[config.mk]
export PLATFORM = sky130hd
export DESIGN_NAME = dpfd_counter
export DESIGN_NICKNAME = d
export VERILOG_FILES = /design/src/dpfd_pkg.sv /design/src/dpfd_tick_if.sv /design/src/dpfd_counter.sv /design/src/dpfd_edge_sel.sv
export SDC_FILE = /design/constraint.sdc
export NUM_CORES = 1
export LEC_CHECK = 0
export ABC_AREA = 1
export BUFFER_PORTS_ARGS = -buffer_cell sky130_fd_sc_hd__clkbuf_2
export CAP_MARGIN = 20
export CORE_UTILIZATION = 45
export CTS_CLUSTER_SIZE = 20
export DETAILED_ROUTE_END_ITERATION = 6
export PLACE_DENSITY = 0.7
export SYNTH_ARGS = -nofsm -noshare
export SYNTH_HDL_FRONTEND = slang
export SYNTH_SLANG_ARGS = --single-unit
export TNS_END_PERCENT = 20
[constraint.sdc]
create_clock -name clk -period 2.36 [get_ports clk]
set_input_delay 0 -clock clk [delete_from_list [all_inputs] [get_ports clk]]
set_output_delay 0 -clock clk [all_outputs]
set_load 0.01 [all_outputs]
[src/dpfd_pkg.sv]
// Purpose: Shared constants and types for the delayed pulse / divider counter
// Assumes: One clock, synchronous inputs
// Notes:   Codes are internal encodings of configuration ports
package dpfd_pkg;
   localparam int unsigned CNT_WIDTH_DEF  = 24;
   localparam int unsigned TB_SEL_WIDTH   = 2;
   localparam int unsigned MIN_DELAY_TICKS = 3;

   typedef enum logic [2:0] {
      GATE_IGNORED_SOFT_GO = 3'h0,
      GATE_LEVEL_HIGH      = 3'h1,
      GATE_LEVEL_LOW       = 3'h2,
      GATE_START_RISE      = 3'h3,
      GATE_START_FALL      = 3'h4,
      GATE_RETRIG_RISE     = 3'h5,
      GATE_RETRIG_FALL     = 3'h6
   } dpfd_gate_type;

   typedef enum logic [1:0] {
      OUT_HIGH_PULSE  = 2'h0,
      OUT_LOW_PULSE   = 2'h1,
      OUT_HIGH_TOGGLE = 2'h2,
      OUT_LOW_TOGGLE  = 2'h3
   } dpfd_outbeh_type;

   typedef enum logic [4:0] {
      ST_IDLE  = 5'h01,
      ST_ARMED = 5'h02,
      ST_DELAY = 5'h04,
      ST_PULSE = 5'h08,
      ST_DIV   = 5'h10
   } dpfd_state_type;
endpackage

[src/dpfd_tick_if.sv]
// Purpose: Carries the count tick from the edge selector to the counter
// Assumes: Single clock domain
// Notes:   Tick is a one-cycle pulse
interface dpfd_tick_if;
   logic tick;
   modport src (output tick);
   modport dst (input  tick);
endinterface

[src/dpfd_counter.sv]
// Purpose: One down-counter channel, delayed pulse or frequency divider
// Assumes: All inputs synchronous to clk; loads stable before go
// Notes:   Loads of zero are treated as one tick, except delays on the internal timebase, raised to MIN_DELAY_TICKS
module dpfd_counter
   import dpfd_pkg::*;
#(
   parameter int unsigned CNT_WIDTH = CNT_WIDTH_DEF
)(
   input  wire logic                         clk,
   input  wire logic                         reset,
   input  wire logic                         go_command,
   input  wire logic                         halt_command,
   input  wire logic                         divider_setup,
   input  wire logic [CNT_WIDTH-1:0]         delay_load,
   input  wire logic [CNT_WIDTH-1:0]         pulse_load,
   input  wire logic [CNT_WIDTH-1:0]         divisor_load,
   input  wire dpfd_pkg::dpfd_gate_type      gate_mode,
   input  wire dpfd_pkg::dpfd_outbeh_type    out_behavior,
   input  wire logic                         pulse_low_phase,
   input  wire logic                         use_source_pin,
   input  wire logic [dpfd_pkg::TB_SEL_WIDTH-1:0] timebase_select,
   input  wire logic [(1<<dpfd_pkg::TB_SEL_WIDTH)-1:0] timebase_in,
   input  wire logic                         source_pin,
   input  wire logic                         count_on_fall,
   input  wire logic                         gate_pin,
   output logic                              out_pin,
   output logic [CNT_WIDTH-1:0]              count_snapshot,
   output logic                              overflow,
   output logic                              running
);
   typedef struct packed {
      dpfd_state_type       state;
      logic [CNT_WIDTH-1:0] count;
      logic                 ovf;
      logic                 out;
      logic                 gate_prev;
      logic                 run;
   } dpfd_cnt_type;

   dpfd_cnt_type s_reg;
   dpfd_cnt_type s_next;
   dpfd_tick_if  tk ();

   logic                 gate_rise;
   logic                 gate_fall;
   logic                 trig;
   logic                 enable;
   logic                 retrig;
   logic                 edge_mode;
   logic [CNT_WIDTH-1:0] dly_eff;
   logic [CNT_WIDTH-1:0] pls_eff;
   logic [CNT_WIDTH-1:0] div_eff;
   logic                 idle_lvl;

   dpfd_edge_sel u_edge (
      .clk             (clk),
      .reset           (reset),
      .use_source_pin  (use_source_pin),
      .timebase_select (timebase_select),
      .timebase_in     (timebase_in),
      .source_pin      (source_pin),
      .count_on_fall   (count_on_fall),
      .tick_o          (tk.src)
   );

   always_comb begin
      gate_rise = ~s_reg.gate_prev & gate_pin;
      gate_fall = s_reg.gate_prev & ~gate_pin;
      trig      = (gate_mode == GATE_START_RISE ||
                   gate_mode == GATE_RETRIG_RISE) ? gate_rise : gate_fall;
      edge_mode = (gate_mode == GATE_START_RISE ||
                   gate_mode == GATE_START_FALL ||
                   gate_mode == GATE_RETRIG_RISE ||
                   gate_mode == GATE_RETRIG_FALL);
      retrig    = (gate_mode == GATE_RETRIG_RISE ||
                   gate_mode == GATE_RETRIG_FALL) && trig;
      case (gate_mode)
         GATE_LEVEL_HIGH: enable = gate_pin;
         GATE_LEVEL_LOW:  enable = ~gate_pin;
         default:         enable = 1'b1;
      endcase
      // Zero delay on the internal timebase is stretched, not skipped
      if (delay_load < CNT_WIDTH'(MIN_DELAY_TICKS) && !use_source_pin) begin
         dly_eff = CNT_WIDTH'(MIN_DELAY_TICKS);
      end else if (delay_load == '0) begin
         dly_eff = CNT_WIDTH'(1);
      end else begin
         dly_eff = delay_load;
      end
      pls_eff  = (pulse_load == '0) ? CNT_WIDTH'(1) : pulse_load;
      div_eff  = (divisor_load == '0) ? CNT_WIDTH'(1) : divisor_load;
      idle_lvl = divider_setup ? (out_behavior == OUT_LOW_PULSE ||
                                  out_behavior == OUT_LOW_TOGGLE)
                               : pulse_low_phase;

      s_next           = s_reg;
      s_next.gate_prev = gate_pin;
      if (go_command) begin
         s_next.ovf = 1'b0;
      end

      case (s_reg.state)
         ST_IDLE: begin
            s_next.out = idle_lvl;
            if (go_command) begin
               if (edge_mode) begin
                  s_next.state = ST_ARMED;
               end else if (divider_setup) begin
                  s_next.state = ST_DIV;
                  s_next.count = div_eff;
               end else begin
                  s_next.state = ST_DELAY;
                  s_next.count = dly_eff;
               end
            end
         end
         ST_ARMED: begin
            if (trig) begin
               s_next.state = divider_setup ? ST_DIV : ST_DELAY;
               s_next.count = divider_setup ? div_eff : dly_eff;
            end
         end
         ST_DELAY: begin
            s_next.out = pulse_low_phase;
            if (tk.tick && enable) begin
               if (s_reg.count == CNT_WIDTH'(1)) begin
                  s_next.state = ST_PULSE;
                  s_next.count = pls_eff;
                  s_next.out   = ~pulse_low_phase;
               end else begin
                  s_next.count = s_reg.count - CNT_WIDTH'(1);
               end
            end
         end
         ST_PULSE: begin
            s_next.out = ~pulse_low_phase;
            if (tk.tick && enable) begin
               if (s_reg.count == CNT_WIDTH'(1)) begin
                  // Retrigger modes re-arm; others finish the single pulse
                  s_next.state = retrig || (gate_mode == GATE_RETRIG_RISE ||
                                 gate_mode == GATE_RETRIG_FALL)
                                 ? ST_ARMED : ST_IDLE;
                  s_next.count = '0;
                  s_next.out   = pulse_low_phase;
               end else begin
                  s_next.count = s_reg.count - CNT_WIDTH'(1);
               end
            end
         end
         ST_DIV: begin
            if (tk.tick && enable) begin
               if (s_reg.count == CNT_WIDTH'(1)) begin
                  s_next.count = div_eff;
                  s_next.ovf   = 1'b1;
                  case (out_behavior)
                     OUT_HIGH_PULSE: s_next.out = 1'b1;
                     OUT_LOW_PULSE:  s_next.out = 1'b0;
                     default:        s_next.out = ~s_reg.out;
                  endcase
               end else begin
                  s_next.count = s_reg.count - CNT_WIDTH'(1);
                  if (out_behavior == OUT_HIGH_PULSE) begin
                     s_next.out = 1'b0;
                  end else if (out_behavior == OUT_LOW_PULSE) begin
                     s_next.out = 1'b1;
                  end
               end
            end
         end
         default: begin
            s_next.state = ST_IDLE;
         end
      endcase

      // Restart from the top of the sequence on each chosen gate edge
      if (retrig && s_reg.state != ST_IDLE) begin
         s_next.state = divider_setup ? ST_DIV : ST_DELAY;
         s_next.count = divider_setup ? div_eff : dly_eff;
      end

      // Halt has priority over every phase and over a simultaneous go
      if (halt_command) begin
         s_next.state = ST_IDLE;
         s_next.out   = idle_lvl;
      end

      // Kept as a flop so the status port carries no decode glitch
      s_next.run = (s_next.state != ST_IDLE);
   end

   always_ff @(posedge clk or posedge reset) begin
      if (reset) begin
         s_reg.state     <= ST_IDLE;
         s_reg.count     <= '0;
         s_reg.ovf       <= 1'b0;
         s_reg.out       <= 1'b0;
         s_reg.gate_prev <= 1'b0;
         s_reg.run       <= 1'b0;
      end else begin
         s_reg <= s_next;
      end
   end

   assign out_pin        = s_reg.out;
   assign count_snapshot = s_reg.count;
   assign overflow       = s_reg.ovf;
   assign running        = s_reg.run;
endmodule // dpfd_counter

[src/dpfd_edge_sel.sv]
// Purpose: Picks the count signal and turns its chosen edge into a tick
// Assumes: Source and timebases synchronous to clk
// Notes:   Edge detection costs one cycle of latency
module dpfd_edge_sel
   import dpfd_pkg::*;
(
   input  wire logic                         clk,
   input  wire logic                         reset,
   input  wire logic                         use_source_pin,
   input  wire logic [TB_SEL_WIDTH-1:0]      timebase_select,
   input  wire logic [(1<<TB_SEL_WIDTH)-1:0] timebase_in,
   input  wire logic                         source_pin,
   input  wire logic                         count_on_fall,
   dpfd_tick_if.src                          tick_o
);
   typedef struct packed {
      logic prev;
      logic tick;
   } dpfd_es_type;

   dpfd_es_type s_reg;
   dpfd_es_type s_next;
   logic        sel;

   always_comb begin
      sel = use_source_pin ? source_pin : timebase_in[timebase_select];
      s_next      = s_reg;
      s_next.prev = sel;
      s_next.tick = count_on_fall ? (s_reg.prev & ~sel)
                                  : (~s_reg.prev & sel);
   end

   always_ff @(posedge clk or posedge reset) begin
      if (reset) begin
         s_reg <= '0;
      end else begin
         s_reg <= s_next;
      end
   end

   assign tick_o.tick = s_reg.tick;
endmodule // dpfd_edge_sel

# --- Yosys cells after proc, flatten, opt, wreduce, memory -nomap -nowiden ---
# Index checks and enable logic that the tools add are counted.
classes:
  n_eq_ne: 24
  reduce_logical: 20
  multipliers: 0
  n_div: 0
  mux: 44
  shifts: 0
  addsub: 1
  order_cmp: 2
  bitwise_logic: 10
ops:
  columns: ["op", "n"]
  rows:
  - ["$mux 24", 9]
  - ["$mux 29", 6]
  - ["$pmux 24 s5", 1]
  - ["$logic_not 24->1", 3]
  - ["$mux 26", 1]
  - ["$mux 5", 5]
  - ["$pmux 5 s5", 1]
  - ["$eq 24x1->1 const B", 1]
  - ["$lt 24x2->1 const B", 1]
  - ["$sub 24x1->24 const B", 1]
  - ["$ne 3x3->1 const B", 7]
  - ["$mux 1", 16]
  - ["$ne 5x1->1 const B", 2]
  - ["$eq 3x3->1 const B", 3]
  - ["$logic_or 1x1->1", 7]
  - ["$reduce_and 7->1", 1]
  - ["$eq 3x2->1 const B", 2]
  - ["$not 1->1", 6]
  - ["$reduce_bool 6->1", 1]
  - ["$eq 5x1->1 const B", 1]
  - ["$eq 5x2->1 const B", 1]
  - ["$eq 5x3->1 const B", 1]
  - ["$eq 5x4->1 const B", 1]
  - ["$eq 5x5->1 const B", 1]
  - ["15 further kinds", 22]
totals:
  latch_bits: 0
  mem_count: 0
  reg_bits: 35
  mem_bits_ro: 0
  ramBits: 0

# --- Depth between registers and ports, before layout ---
# Gate-level depths: netlist of the first run.
depth:
  depth_word: 12
  depth_mapped: 15
  ltp_nobuf: 15

# --- By module ---
# Synthesis of the first run repeated with hierarchy kept, for this count alone.
unflattened:
  cells_unflattened: 751
  hier_area_um2: 4510.6
modules_own_cells:
  columns: ["mod", "area_per_inst_um2", "seq_area_each_um2", "cells_each", "n_inst"]
  rows:
  - ["dpfd_counter", 4326.6, 827.0, 723, 1]
  - ["dpfd_edge_sel", 183.9, 50.0, 28, 1]

# --- Least setup slack after synthesis of the first run ---
# OpenSTA, ideal clock, no wires.
synth_path:
  path_type: "register to register"
  start: "register s_reg, in the netlist count_snapshot[1]"
  end: "register s_reg, in the netlist count_snapshot[20]"
  stages_incl_launch_ff: 15
  period_less_slack_ns: 1.734
  path_slack_ns: 0.626
  n_path_buf: 1
  setup_time_ns: 0.117
  arrival_ns: 1.617
  path_cell_list: "dfrtp_1 -> inv_1 -> ha_1 -> inv_1 -> nor2_1 -> nand3_1 -> nor2_1 -> nand2_2 -> buf_2 -> o21ai_0 -> nand2_1 -> nand2_1 -> nand2_1 -> nor2_1 -> nor2_1"
synth_between:
  elab_chain_len: 5
  word_cells_on_any_way: 10
synth_rtl:
  columns: ["element", "line", "source"]
  rows:
  - ["start: declaration", "dpfd_counter.sv:40", "dpfd_cnt_type s_reg;"]
  - ["start signal: assignment", "dpfd_counter.sv:200", "s_reg <= s_next;"]
  - ["$sub 24x1->24 or $eq 24x1->1 (tied branches)", null, null]
  - ["$mux 24 (on tied branches)", "dpfd_counter.sv:152, dpfd_counter.sv:126, dpfd_counter.sv:138", null]
  - ["$mux 26, or another cell as far along", "dpfd_counter.sv:151", "if (tk.tick && enable) begin"]
  - ["$pmux 24 s5 *", "dpfd_counter.sv:102", "case (s_reg.state)"]
  - ["$mux 29 *", "dpfd_counter.sv:176", "if (retrig && s_reg.state != ST_IDLE) begin"]
# Every way passes the cells marked *; elsewhere a longest branch is shown, timed or not. The select of a mux whose other input is x is not followed.
# A chain may end at the register's enable or synchronous reset.

# --- Final worst setup path of the first run ---
layout_path:
  start: "register s_reg[31] (netlist name)"
  end: "register s_reg, in the netlist count_snapshot[2]"
layout_between:
  elab_chain_len: 4
  word_cells_on_any_way: 17
layout_rtl:
  columns: ["element", "line"]
  rows:
  - ["$ne 5x1->1", "dpfd_counter.sv:176"]
  - ["$logic_and 1x1->1", "dpfd_counter.sv:176"]
  - ["$reduce_bool 6->1 (no line) or $ne 3x3->1 (tied branches)", null]
  - ["$reduce_and 7->1 (no line)", null]
# Several ways; a longest one is shown, not always the timed one.

==> results.json, run 1 <==
{
  "largest_reg_flops": 24,
  "antenna_found_initial": 0,
  "muxShareOfSynthArea": 0,
  "wl_per_cell_um": 15.1,
  "switching_share": 0.512,
  "clk_path_buf_depth": 2,
  "dr.max_layer_used": "met4",
  "power_frac_seq": 0.319,
  "p_per_area_mw_per_mm2": 748,
  "period_share": 0.907,
  "dieArea_mm2": 0.00988,
  "met3_wirelength_um": 1040,
  "clock_latency_ps": 290,
  "clkTransAtPathRegs_ps": 80,
  "rr_startpoint": "s_reg[31]$_DFF_PP0_",
  "cap_violations": 0,
  "io_pins": 120,
  "layout_commonest_cell": "nand2_1",
  "rsz0062_at_grt": "false",
  "ys.flop_type": "dfrtp_1",
  "final-setup-viol-count": 0,
  "post_cts_buffers": 0,
  "place_congestion": 0.950,
  "synth_nets": 847,
  "ir_drop_uv": 309,
  "yosysWarnings": 0,
  "finalHoldViolations": 0,
  "worstReg2RegEnd": "count_snapshot[2]$_DFFE_PP0P_",
  "layout_common_cells": "nand2_1 (193), nor2_1 (127), clkbuf_2 (119)",
  "die_h_um": 99.4,
  "start_util": 0.464,
  "clock_power_share": 0.122,
  "grt_pass1_vias": 4911,
  "pre_cts_ws_ps": 230,
  "ys_async_sr_fraction": 1.00,
  "syn_area_mm2": 0.00427,
  "ant_nets": 0,
  "grt_overflow": 0,
  "dpl_cell_area_mm2": 0.00483,
  "setup_ws_ps": 219,
  "seq_area_um2": 877,
  "whs_ps": 118,
  "htreeDepth": 2,
  "numCtsBuffers": 5,
  "cts.sinks": 35,
  "synthSimpleGateAreaFrac": 0.448,
  "synth_xor_xnor_area_share": 0.0205,
  "cts_tree": "built",
  "first_iter_violations": 343,
  "diodes": 0,
  "synth_cells": 752,
  "min_period_ps": 2140,
  "via_per_inst": 5.39,
  "final_area_mm2": 0.00498,
  "synth_compound_area_frac": 0.162,
  "fp-row-count": 35,
  "fin_cells": 969,
  "dp.cells": 955,
  "root_buffer": "clkbuf_8",
  "p_comb_frac": 0.558,
  "dr_wl_met2_um": 7010,
  "areaGrowthSynthToFinish_pct": 16.6,
  "max_freq_ghz": 0.467,
  "ys_seq_area_frac": 0.205,
  "tightest_slew_ps": 548,
  "drive_gt1_frac": 0.212,
  "cp-end-kind": "flop",
  "cp.required_ps": 2540,
  "track_usage": 0.299,
  "finalMaxSlewViolations": 0,
  "tns_ps": 0,
  "synth_cell_types": 41,
  "fp.dieW_um": 99.4,
  "synth_top_family_by_area": "simple AND/OR/NAND/NOR gates",
  "grt_max_degree": 36,
  "leakagePower_nw": 2.72,
  "drt-total-wl_um": 14600,
  "status": "finished with violations",
  "nets": 952,
  "synth-seq-cells": 35,
  "reg2reg_slack_ps": 220,
  "core_mm2": 0.00920,
  "nFillCells": 1010,
  "numPortBuffers": 119,
  "postSynthAreaPerCell_um2": 5.68,
  "drc": 2,
  "via_count": 5226,
  "slew_headroom": 0.634,
  "min_to": "count_snapshot[11]$_DFFE_PP0P_",
  "multi_input_area_mm2": 0.00272,
  "p_total_mw": 3.72,
  "hold_class": "input pin to flop",
  "violations": "design-rule violations",
  "yosys.area_share.adder": 0.00586,
  "cp.arrival_ps": 2320,
  "grt_pass1_wl_um": 23400,
  "finClkSkew_ps": 8.50,
  "hold_depth": 5,
  "drt_pass1_iterations": 7,
  "crit_type": "flop to flop",
  "synth_edf_count": 0,
  "drt-met1-wl_um": 6300,
  "startpoint_type": "flop",
  "min_from": "delay_load[11]",
  "dp_hpwl_um": 11500,
  "r2r_cells": 10,
  "intPower_mw": 1.82,
  "fin_util": 0.541,
  "switchingPower_mw": 1.91,
  "cp_max_fo": 11
}
==> cells in the mapped netlist (2+ instances only) <==
| master | count | share of area |
|---|---|---|
| nor2_1 | 127 | 0.11 |
| inv_1 | 97 | 0.085 |
| a21oi_2 | 2 | 0.0041 |
| o211ai_1 | 4 | 0.0070 |
| buf_6 | 4 | 0.011 |
| buf_4 | 26 | 0.046 |
| nand4_1 | 18 | 0.026 |
| a31oi_2 | 2 | 0.0059 |
| o21ai_1 | 7 | 0.0082 |
| nand2_2 | 7 | 0.010 |
| buf_2 | 6 | 0.0070 |
| a21oi_1 | 50 | 0.059 |
| or2_2 | 2 | 0.0029 |
| nand3_1 | 71 | 0.083 |
| nand3_2 | 3 | 0.0070 |
| nor3_1 | 2 | 0.0023 |
| ha_1 | 2 | 0.0059 |
| nor2_2 | 11 | 0.016 |
| clkbuf_1 | 8 | 0.0070 |
| nor2_4 | 3 | 0.0079 |
| nand2_4 | 2 | 0.0053 |
| dfrtp_1 | 34 | 0.20 |
| inv_2 | 3 | 0.0026 |
| o21ai_0 | 43 | 0.050 |
| nand2_1 | 193 | 0.17 |
| xor2_1 | 10 | 0.021 |
==> worst max-delay path by stage <==
stage                                   from                              to  slack (ps)
3_3_place_gp   count_snapshot[7]$_DFFE_PP0P_             out_pin$_DFFE_PP0P_         270
6_report                 s_reg[31]$_DFF_PP0_   count_snapshot[2]$_DFFE_PP0P_         220
2_1_floorplan  count_snapshot[1]$_DFFE_PP0P_  count_snapshot[20]$_DFFE_PP0P_         630
4_1_cts        count_snapshot[1]$_DFFE_PP0P_             out_pin$_DFFE_PP0P_         210
5_1_grt        count_snapshot[1]$_DFFE_PP0P_             out_pin$_DFFE_PP0P_          20
3_5_place_dp   count_snapshot[1]$_DFFE_PP0P_             out_pin$_DFFE_PP0P_         230
==> critical path: stages (launching register included) <==
cell and delay (ps):
dfrtp_1 450, nor2_4 190, nand2_1 90, nor2_2 170, nor2_2 70, nand3_2 100
nand2_2 80, nand2_1 60, nand3_1 390, a21oi_1 360, a21oi_2 80
==> cell families (layout without fill, tap and decap cells) <==
family	after synthesis	count (layout)
AND/OR/NAND/NOR	442	442
buffers and inverters	144	250
AO/OA/AOI/OAI	119	119
flip-flops	35	35
XOR/XNOR	10	10
adder cells (fa/ha/maj)	2	2
==> final cells by class <==
cell class / count / share of cell area
multi-input combinational: 573 / 0.547
sequential: 35 / 0.176
timing repair buffer: 142 / 0.157
inverter: 100 / 0.0754
tap: 111 / 0.0279
clock buffer: 7 / 0.0153
clock inverter: 1 / 0.00101
==> per-layer routing <==
layer	up-vias	GRT usage
met2	241	0.524
li1	2589	-
met1	2375	0.387
met5	-	0
met4	0	0.0995
met3	21	0.0288
==> repair_timing <==
action | 4_1_cts | 5_1_grt
hold buffers | 6 | 0
endpoints found under the hold margin | 40 | 0
endpoints found under the setup margin | 0 | 3
resized for setup | 0 | 1
==> power groups by stage <==
stage | Clock [mW] | Sequential (mW) | Combinational (mW)
after floorplan | 0 | 1.09 | 1.70
after global placement | 0 | 1.19 | 2.02
after detailed placement | 0 | 1.20 | 2.04
after CTS | 0.455 | 1.19 | 2.06
after global routing | 0.480 | 1.23 | 2.33
final | 0.455 | 1.19 | 2.08
Note: power is estimated with default switching activity, not from simulation.
==> run 2, diff against run 1 <==
--- a/config.mk
+++ b/config.mk
@@ -5,13 +5,12 @@
 export SDC_FILE = /design/constraint.sdc
 export NUM_CORES = 1
 export LEC_CHECK = 0
-export ABC_AREA = 1
 export BUFFER_PORTS_ARGS = -buffer_cell sky130_fd_sc_hd__clkbuf_2
 export CAP_MARGIN = 20
 export CORE_UTILIZATION = 45
 export CTS_CLUSTER_SIZE = 20
 export DETAILED_ROUTE_END_ITERATION = 6
-export PLACE_DENSITY = 0.7
+export PLACE_DENSITY = 0.72
 export SYNTH_ARGS = -nofsm -noshare
 export SYNTH_HDL_FRONTEND = slang
 export SYNTH_SLANG_ARGS = --single-unit
==> run 2 against run 1 <==
Against the previous run: the run ends with negative setup slack left; non-clock buffer count grew 69; count of clock-buffer cells in the layout shrank 2; design area grew 4.9%; area after synthesis shrank 11%; synthesized cell count shrank 37%; first-iteration DRC count grew 35%; power shrank 2.8%; critical path type unchanged; largest cell class unchanged.
==> results.json, run 2 <==
{
  "place_congestion": 0.977,
  "synth_cells": 474,
  "grt_pass1_vias": 4549,
  "leakagePower_nw": 2.36,
  "dp_hpwl_um": 11600,
  "drt_pass1_iterations": 7,
  "synth_common_cells": "nor2_1 (40), dfrtp_1 (34), o21ai_0 (34), nand2_1 (28), buf_4 (27)",
  "synth_edf_count": 0,
  "pre_cts_ws_ps": -30.5,
  "finalMaxSlewViolations": 0,
  "final-setup-viol-count": 2,
  "grt_overflow": 0,
  "status": "finished with violations",
  "postSynthAreaPerCell_um2": 7.99,
  "fin_cells": 741,
  "cp.arrival_ps": 2630,
  "synth_nets": 569,
  "fp-row-count": 33,
  "diodes": 0,
  "drc": 0,
  "tns_ps": -38.8,
  "syn_area_mm2": 0.00379,
  "post-synth-top-count-cell": "nor2_1",
  "violations": "negative setup slack",
  "cts_tree": "built",
  "synth_area_leaders": "dfrtp_1 (22%), buf_4 (5.4%), o21ai_0 (4.5%)",
  "ys_seq_area_frac": 0.232,
  "first_iter_violations": 463,
  "cp_max_fo": 9,
  "p_total_mw": 3.62,
  "hold_class": "input pin to flop",
  "ys.flop_type": "dfrtp_1",
  "io_pins": 120,
  "min_period_ps": 2390,
  "slew_headroom": 0.495,
  "clock_latency_ps": 300,
  "htreeDepth": 2,
  "ys_async_sr_fraction": 1.00,
  "core_mm2": 0.00818,
  "period_share": 1.01,
  "ant_nets": 0,
  "start_util": 0.463,
  "layout_commonest_cell": "clkbuf_2",
  "cap_violations": 0,
  "via_count": 4894,
  "antenna_found_initial": 0,
  "largest_reg_flops": 24,
  "cp-end-kind": "flop",
  "root_buffer": "clkbuf_8",
  "nFillCells": 689,
  "p_per_area_mw_per_mm2": 693,
  "startpoint_type": "flop",
  "fp.dieW_um": 93.7,
  "wl_per_cell_um": 21.0,
  "max_freq_ghz": 0.418,
  "drive_gt1_frac": 0.429,
  "cts.sinks": 35,
  "rsz0062_at_grt": "true",
  "crit_type": "flop to flop",
  "finClkSkew_ps": 8.34,
  "tightest_slew_ps": 758,
  "grt_pass1_wl_um": 24000,
  "setup_ws_ps": -29.8,
  "areaGrowthSynthToFinish_pct": 37.9,
  "synth_area_leader_cell": "dfrtp_1",
  "dieArea_mm2": 0.00878,
  "via_per_inst": 6.60,
  "dp.cells": 720,
  "numCtsBuffers": 5,
  "track_usage": 0.354,
  "grt_max_degree": 36,
  "synth_top_area_frac": 0.225,
  "numPortBuffers": 119,
  "clkTransAtPathRegs_ps": 90,
  "synth-seq-cells": 35,
  "die_h_um": 93.7,
  "yosysWarnings": 0,
  "nets": 730,
  "synth_cell_types": 75,
  "drt-total-wl_um": 15600,
  "ir_drop_uv": 250,
  "finalHoldViolations": 0,
  "cp.required_ps": 2600,
  "layout_common_cells": "clkbuf_2 (119), buf_4 (79), nor2_1 (40)",
  "clk_path_buf_depth": 2
}
[run 2: cell types whose count changed after synthesis, sizes merged, moves of 17 or more]
cell	before	now
nand2	202	28
nor4	1	24
a21oi	53	22
inv	100	10
nor2	141	41
o21ai	52	35
nand3	74	12
[run 2: layer usage]
layer / track usage / share of wire / vias to the layer above
li1: - / - / 2161
met1: 0.470 / 0.38 / 2272
met2: 0.568 / 0.46 / 408
met3: 0.0712 / 0.14 / 53
met4: 0.128 / 0.028 / 0
met5: 0 / 0 / -
[run 2: power breakdown]
| part | switching, mW | internal, mW | total, mW |
|---|---|---|---|
| Combinational | 1.18 | 1.01 | 2.19 |
| Sequential | 0.177 | 0.769 | 0.946 |
| Clock | 0.272 | 0.206 | 0.479 |
[run 2: kinds of logic (layout without fill, tap and decap cells)]
group	after synthesis	after routing	synth area share
AND/OR/NAND/NOR	170	171	0.243
AO/OA/AOI/OAI	156	156	0.301
buffers and inverters	68	229	0.100
flip-flops	35	35	0.232
multiplexers	29	29	0.0846
XOR/XNOR	13	13	0.0301
adder cells (fa/ha/maj)	3	3	0.00925
[run 2: worst max-delay path, cell delays in order, from the launching register on]
cell	delay, ps
dfrtp_1	390
or3_4	390
or4_4	480
buf_6	180
a2111oi_0	330
o21ai_0	160
o22ai_1	220
mux2_2	190
[run 2: timing repair]
item	in CTS	in global routing
gates cloned	2	0
gates resized for setup	10	35
hold buffers	5	0
endpoints found under the hold margin	38	0
setup endpoints to repair	15	29
pin swaps	3	14
buffers inserted	2	5
[run 2: stage by stage]
| step | hold WS (ps) | utilization | area, um2 |
|---|---|---|---|
| after floorplan | 31.4 | - | 3790 |
| after global placement | 128 | 0.586 | 4790 |
| after CTS | 2.75 | 0.616 | 5040 |
| final | 12.0 | 0.639 | 5220 |
| after detailed placement | 138 | 0.586 | 4790 |
| after global routing | 20.3 | 0.639 | 5220 |
[run 2: cell type report]
class	count	area (um2)	share of cell area
flip-flops and latches	35	877	0.168
well taps	105	131	0.0252
inverters	10	37.5	0.00719
clock buffers	5	68.8	0.0132
clock inverters	3	20.0	0.00383
multi-input cells	372	2730	0.523
repair buffers	211	1360	0.260
[run 2: worst paths after layout]
path	endpoint	startpoint	cells past startpoint	slack, ps
max in group asynchronous	count_snapshot[5]$_DFFE_PP0P_	reset	4	1640
worst min register to register	u_edge.tick_o.tick$_DFF_PP0_	u_edge.s_reg[1]$_DFF_PP0_	2	540
worst max-delay path	count_snapshot[0]$_DFFE_PP0P_	count_snapshot[18]$_DFFE_PP0P_	7	-30
worst max register to register	count_snapshot[0]$_DFFE_PP0P_	count_snapshot[18]$_DFFE_PP0P_	7	-30
worst min-delay path	running$_DFF_PP0_	halt_command	2	10
min in group asynchronous	s_reg[1]$_DFF_PP0_	reset	4	350
==> run 3, diff against run 2 <==
==> constraint.sdc (replaced) <==
create_clock -name clk -period 2.25 [get_ports clk]
set_input_delay 0 -clock clk [delete_from_list [all_inputs] [get_ports clk]]
set_output_delay 0 -clock clk [all_outputs]
set_load 0.01 [all_outputs]
==> run 3 against run 2 <==
Against the previous run: the flow finishes with violations (design-rule violations, negative setup slack); sequential share of layout area shrank 0.79 points; fmax shrank 1.9%; count of clock-buffer cells in the layout grew 3; utilization grew 3.2 points; critical path depth shrank 1; register-to-register slack lost 160 ps; clock power grew 13%; wire length grew 1.7%; critical endpoint is now count_snapshot[7]$_DFFE_PP0P_; largest power group unchanged; highest routed layer unchanged.
==> results.json, run 3 (synthesis gave the netlist of run 2 again) <==
{
  "status": "finished with violations",
  "violations": "design-rule violations, negative setup slack",
  "antenna_found_initial": 0,
  "root_buffer": "clkbuf_8",
  "grt_pass1_wl_um": 23900,
  "r2r_cells": 6,
  "cp-end-kind": "flop",
  "grt_overflow": 0,
  "max_freq_ghz": 0.411,
  "leakagePower_nw": 2.52,
  "fp.dieW_um": 93.7,
  "path_common_cell": "or3_4",
  "final_area_mm2": 0.00549,
  "via_per_inst": 6.52,
  "final-setup-viol-count": 28,
  "nets": 760,
  "finalMaxSlewViolations": 0,
  "reg2reg_slack_ps": -190,
  "startpoint_type": "flop",
  "clkTransAtPathRegs_ps": 80,
  "layout_common_cells": "clkbuf_2 (119), buf_4 (105), nor2_1 (39)",
  "numCtsBuffers": 5,
  "rr_startpoint": "count_snapshot[18]$_DFFE_PP0P_",
  "hold_depth": 2,
  "core_mm2": 0.00818,
  "drc": 2,
  "min_to": "running$_DFF_PP0_",
  "crit_path_cell_trace": "or3_4, or4_4, or3_4, a221oi_2, o32ai_2, mux2_4",
  "cp_slowest_stage_delay_ps": 480,
  "rsz0062_at_grt": "true",
  "fp-row-count": 33,
  "min_period_ps": 2440,
  "drt-total-wl_um": 15900,
  "cts_tree": "built",
  "cap_violations": 0,
  "io_pins": 120,
  "worstReg2RegEnd": "count_snapshot[7]$_DFFE_PP0P_",
  "period_share": 1.08,
  "nFillCells": 671,
  "die_h_um": 93.7,
  "fin_util": 0.671,
  "startpoint": "count_snapshot[18]$_DFFE_PP0P_",
  "via_count": 5027,
  "min_from": "halt_command",
  "setup_ws_ps": -185,
  "layout_commonest_cell": "clkbuf_2",
  "cp.required_ps": 2440,
  "dpl_cell_area_mm2": 0.00496,
  "cp_max_fo": 6,
  "clk_path_buf_depth": 2,
  "tightest_slew_ps": 756,
  "grt_pass1_vias": 4660,
  "finClkSkew_ps": 5.24,
  "diodes": 0,
  "ant_nets": 0,
  "place_congestion": 0.988,
  "p_per_area_mw_per_mm2": 719,
  "track_usage": 0.355,
  "slew_headroom": 0.496,
  "dp_hpwl_um": 11600,
  "first_iter_violations": 529,
  "cp.arrival_ps": 2620,
  "cp_slowest_cell": "or4_4",
  "areaGrowthSynthToFinish_pct": 44.9,
  "drive_gt1_frac": 0.464,
  "wl_per_cell_um": 20.6,
  "ir_drop_uv": 309,
  "drt_pass1_iterations": 7,
  "finalHoldViolations": 0,
  "numPortBuffers": 119,
  "grt_max_degree": 36,
  "dieArea_mm2": 0.00878,
  "clock_latency_ps": 300,
  "htreeDepth": 2,
  "hold_class": "input pin to flop",
  "largest_reg_flops": 24,
  "cts.sinks": 35,
  "crit_type": "flop to flop",
  "start_util": 0.463
}
[run 3: cell count changes in the layout (fill, tap and decap cells not counted), sizes merged]
cell,before,now
clkbuf,124,128
clkinv,1,0
buf,86,116
bufbuf,1,0
clkinvlp,2,0
[run 3: how the worst max path moves through the flow]
stage | end | slack [ps]
5_1_grt | s_reg[28]$_DFF_PP1_ | -230
3_3_place_gp | count_snapshot[7]$_DFFE_PP0P_ | -240
3_5_place_dp | count_snapshot[7]$_DFFE_PP0P_ | -320
4_1_cts | out_pin$_DFFE_PP0P_ | -150
2_1_floorplan | count_snapshot[7]$_DFFE_PP0P_ | -220
6_report | count_snapshot[7]$_DFFE_PP0P_ | -190
[run 3: worst max-delay path, delay by kind of cell, from the launching register on]
family           cells  cell delay [ps]
AND/OR/NAND/NOR      3             1340
AO/OA/AOI/OAI        2              330
flip-flops           1              380
multiplexers         1              270
[run 3: where the power goes]
part	total, mW	internal [mW]	switching (mW)	leakage (nW)
Sequential	0.972	0.806	0.166	0.445
Combinational	2.43	1.14	1.29	2.03
Clock	0.540	0.280	0.260	0.0515
Total	3.94	2.23	1.71	2.52
[run 3: final cells by class]
class,count,area [um2],area share
inverters,10,37.5,0.00684
multi-input cells,372,2750,0.500
clock buffers,8,100,0.0182
repair buffers,241,1600,0.291
flip-flops and latches,35,878,0.160
well taps,105,131,0.0239
[run 3: metal layers]
metal	wire [um]	vias to the layer above	track usage
met5	0	-	0
met1	6020	2316	0.465
li1	-	2217	-
met2	7140	409	0.566
met4	729	0	0.158
met3	1970	85	0.0655
[run 3: stage by stage]
| stage | cells | setup TNS [ps] | power, mW | hold slack [ps] | setup WS (ps) |
|---|---|---|---|---|---|
| after floorplan | 474 | -2350 | 2.27 | 31.4 | -220 |
| after global placement | 742 | -3430 | 3.09 | 121 | -244 |
| after detailed placement | 742 | -4350 | 3.13 | 122 | -316 |
| after CTS | 764 | -2500 | 3.72 | 24.4 | -152 |
| after global routing | 771 | -4610 | 4.14 | 44.8 | -227 |
| final | 771 | -2780 | 3.94 | 33.6 | -185 |
[run 3: what timing repair did]
| action | in CTS | in global routing |
|---|---|---|
| endpoints found under the hold margin | 38 | 0 |
| setup endpoints to repair | 30 | 31 |
| resized for setup | 21 | 38 |
| gates cloned | 1 | 1 |
| pin swaps | 5 | 11 |
| buffers inserted | 8 | 6 |
| hold buffers | 5 | 0 |
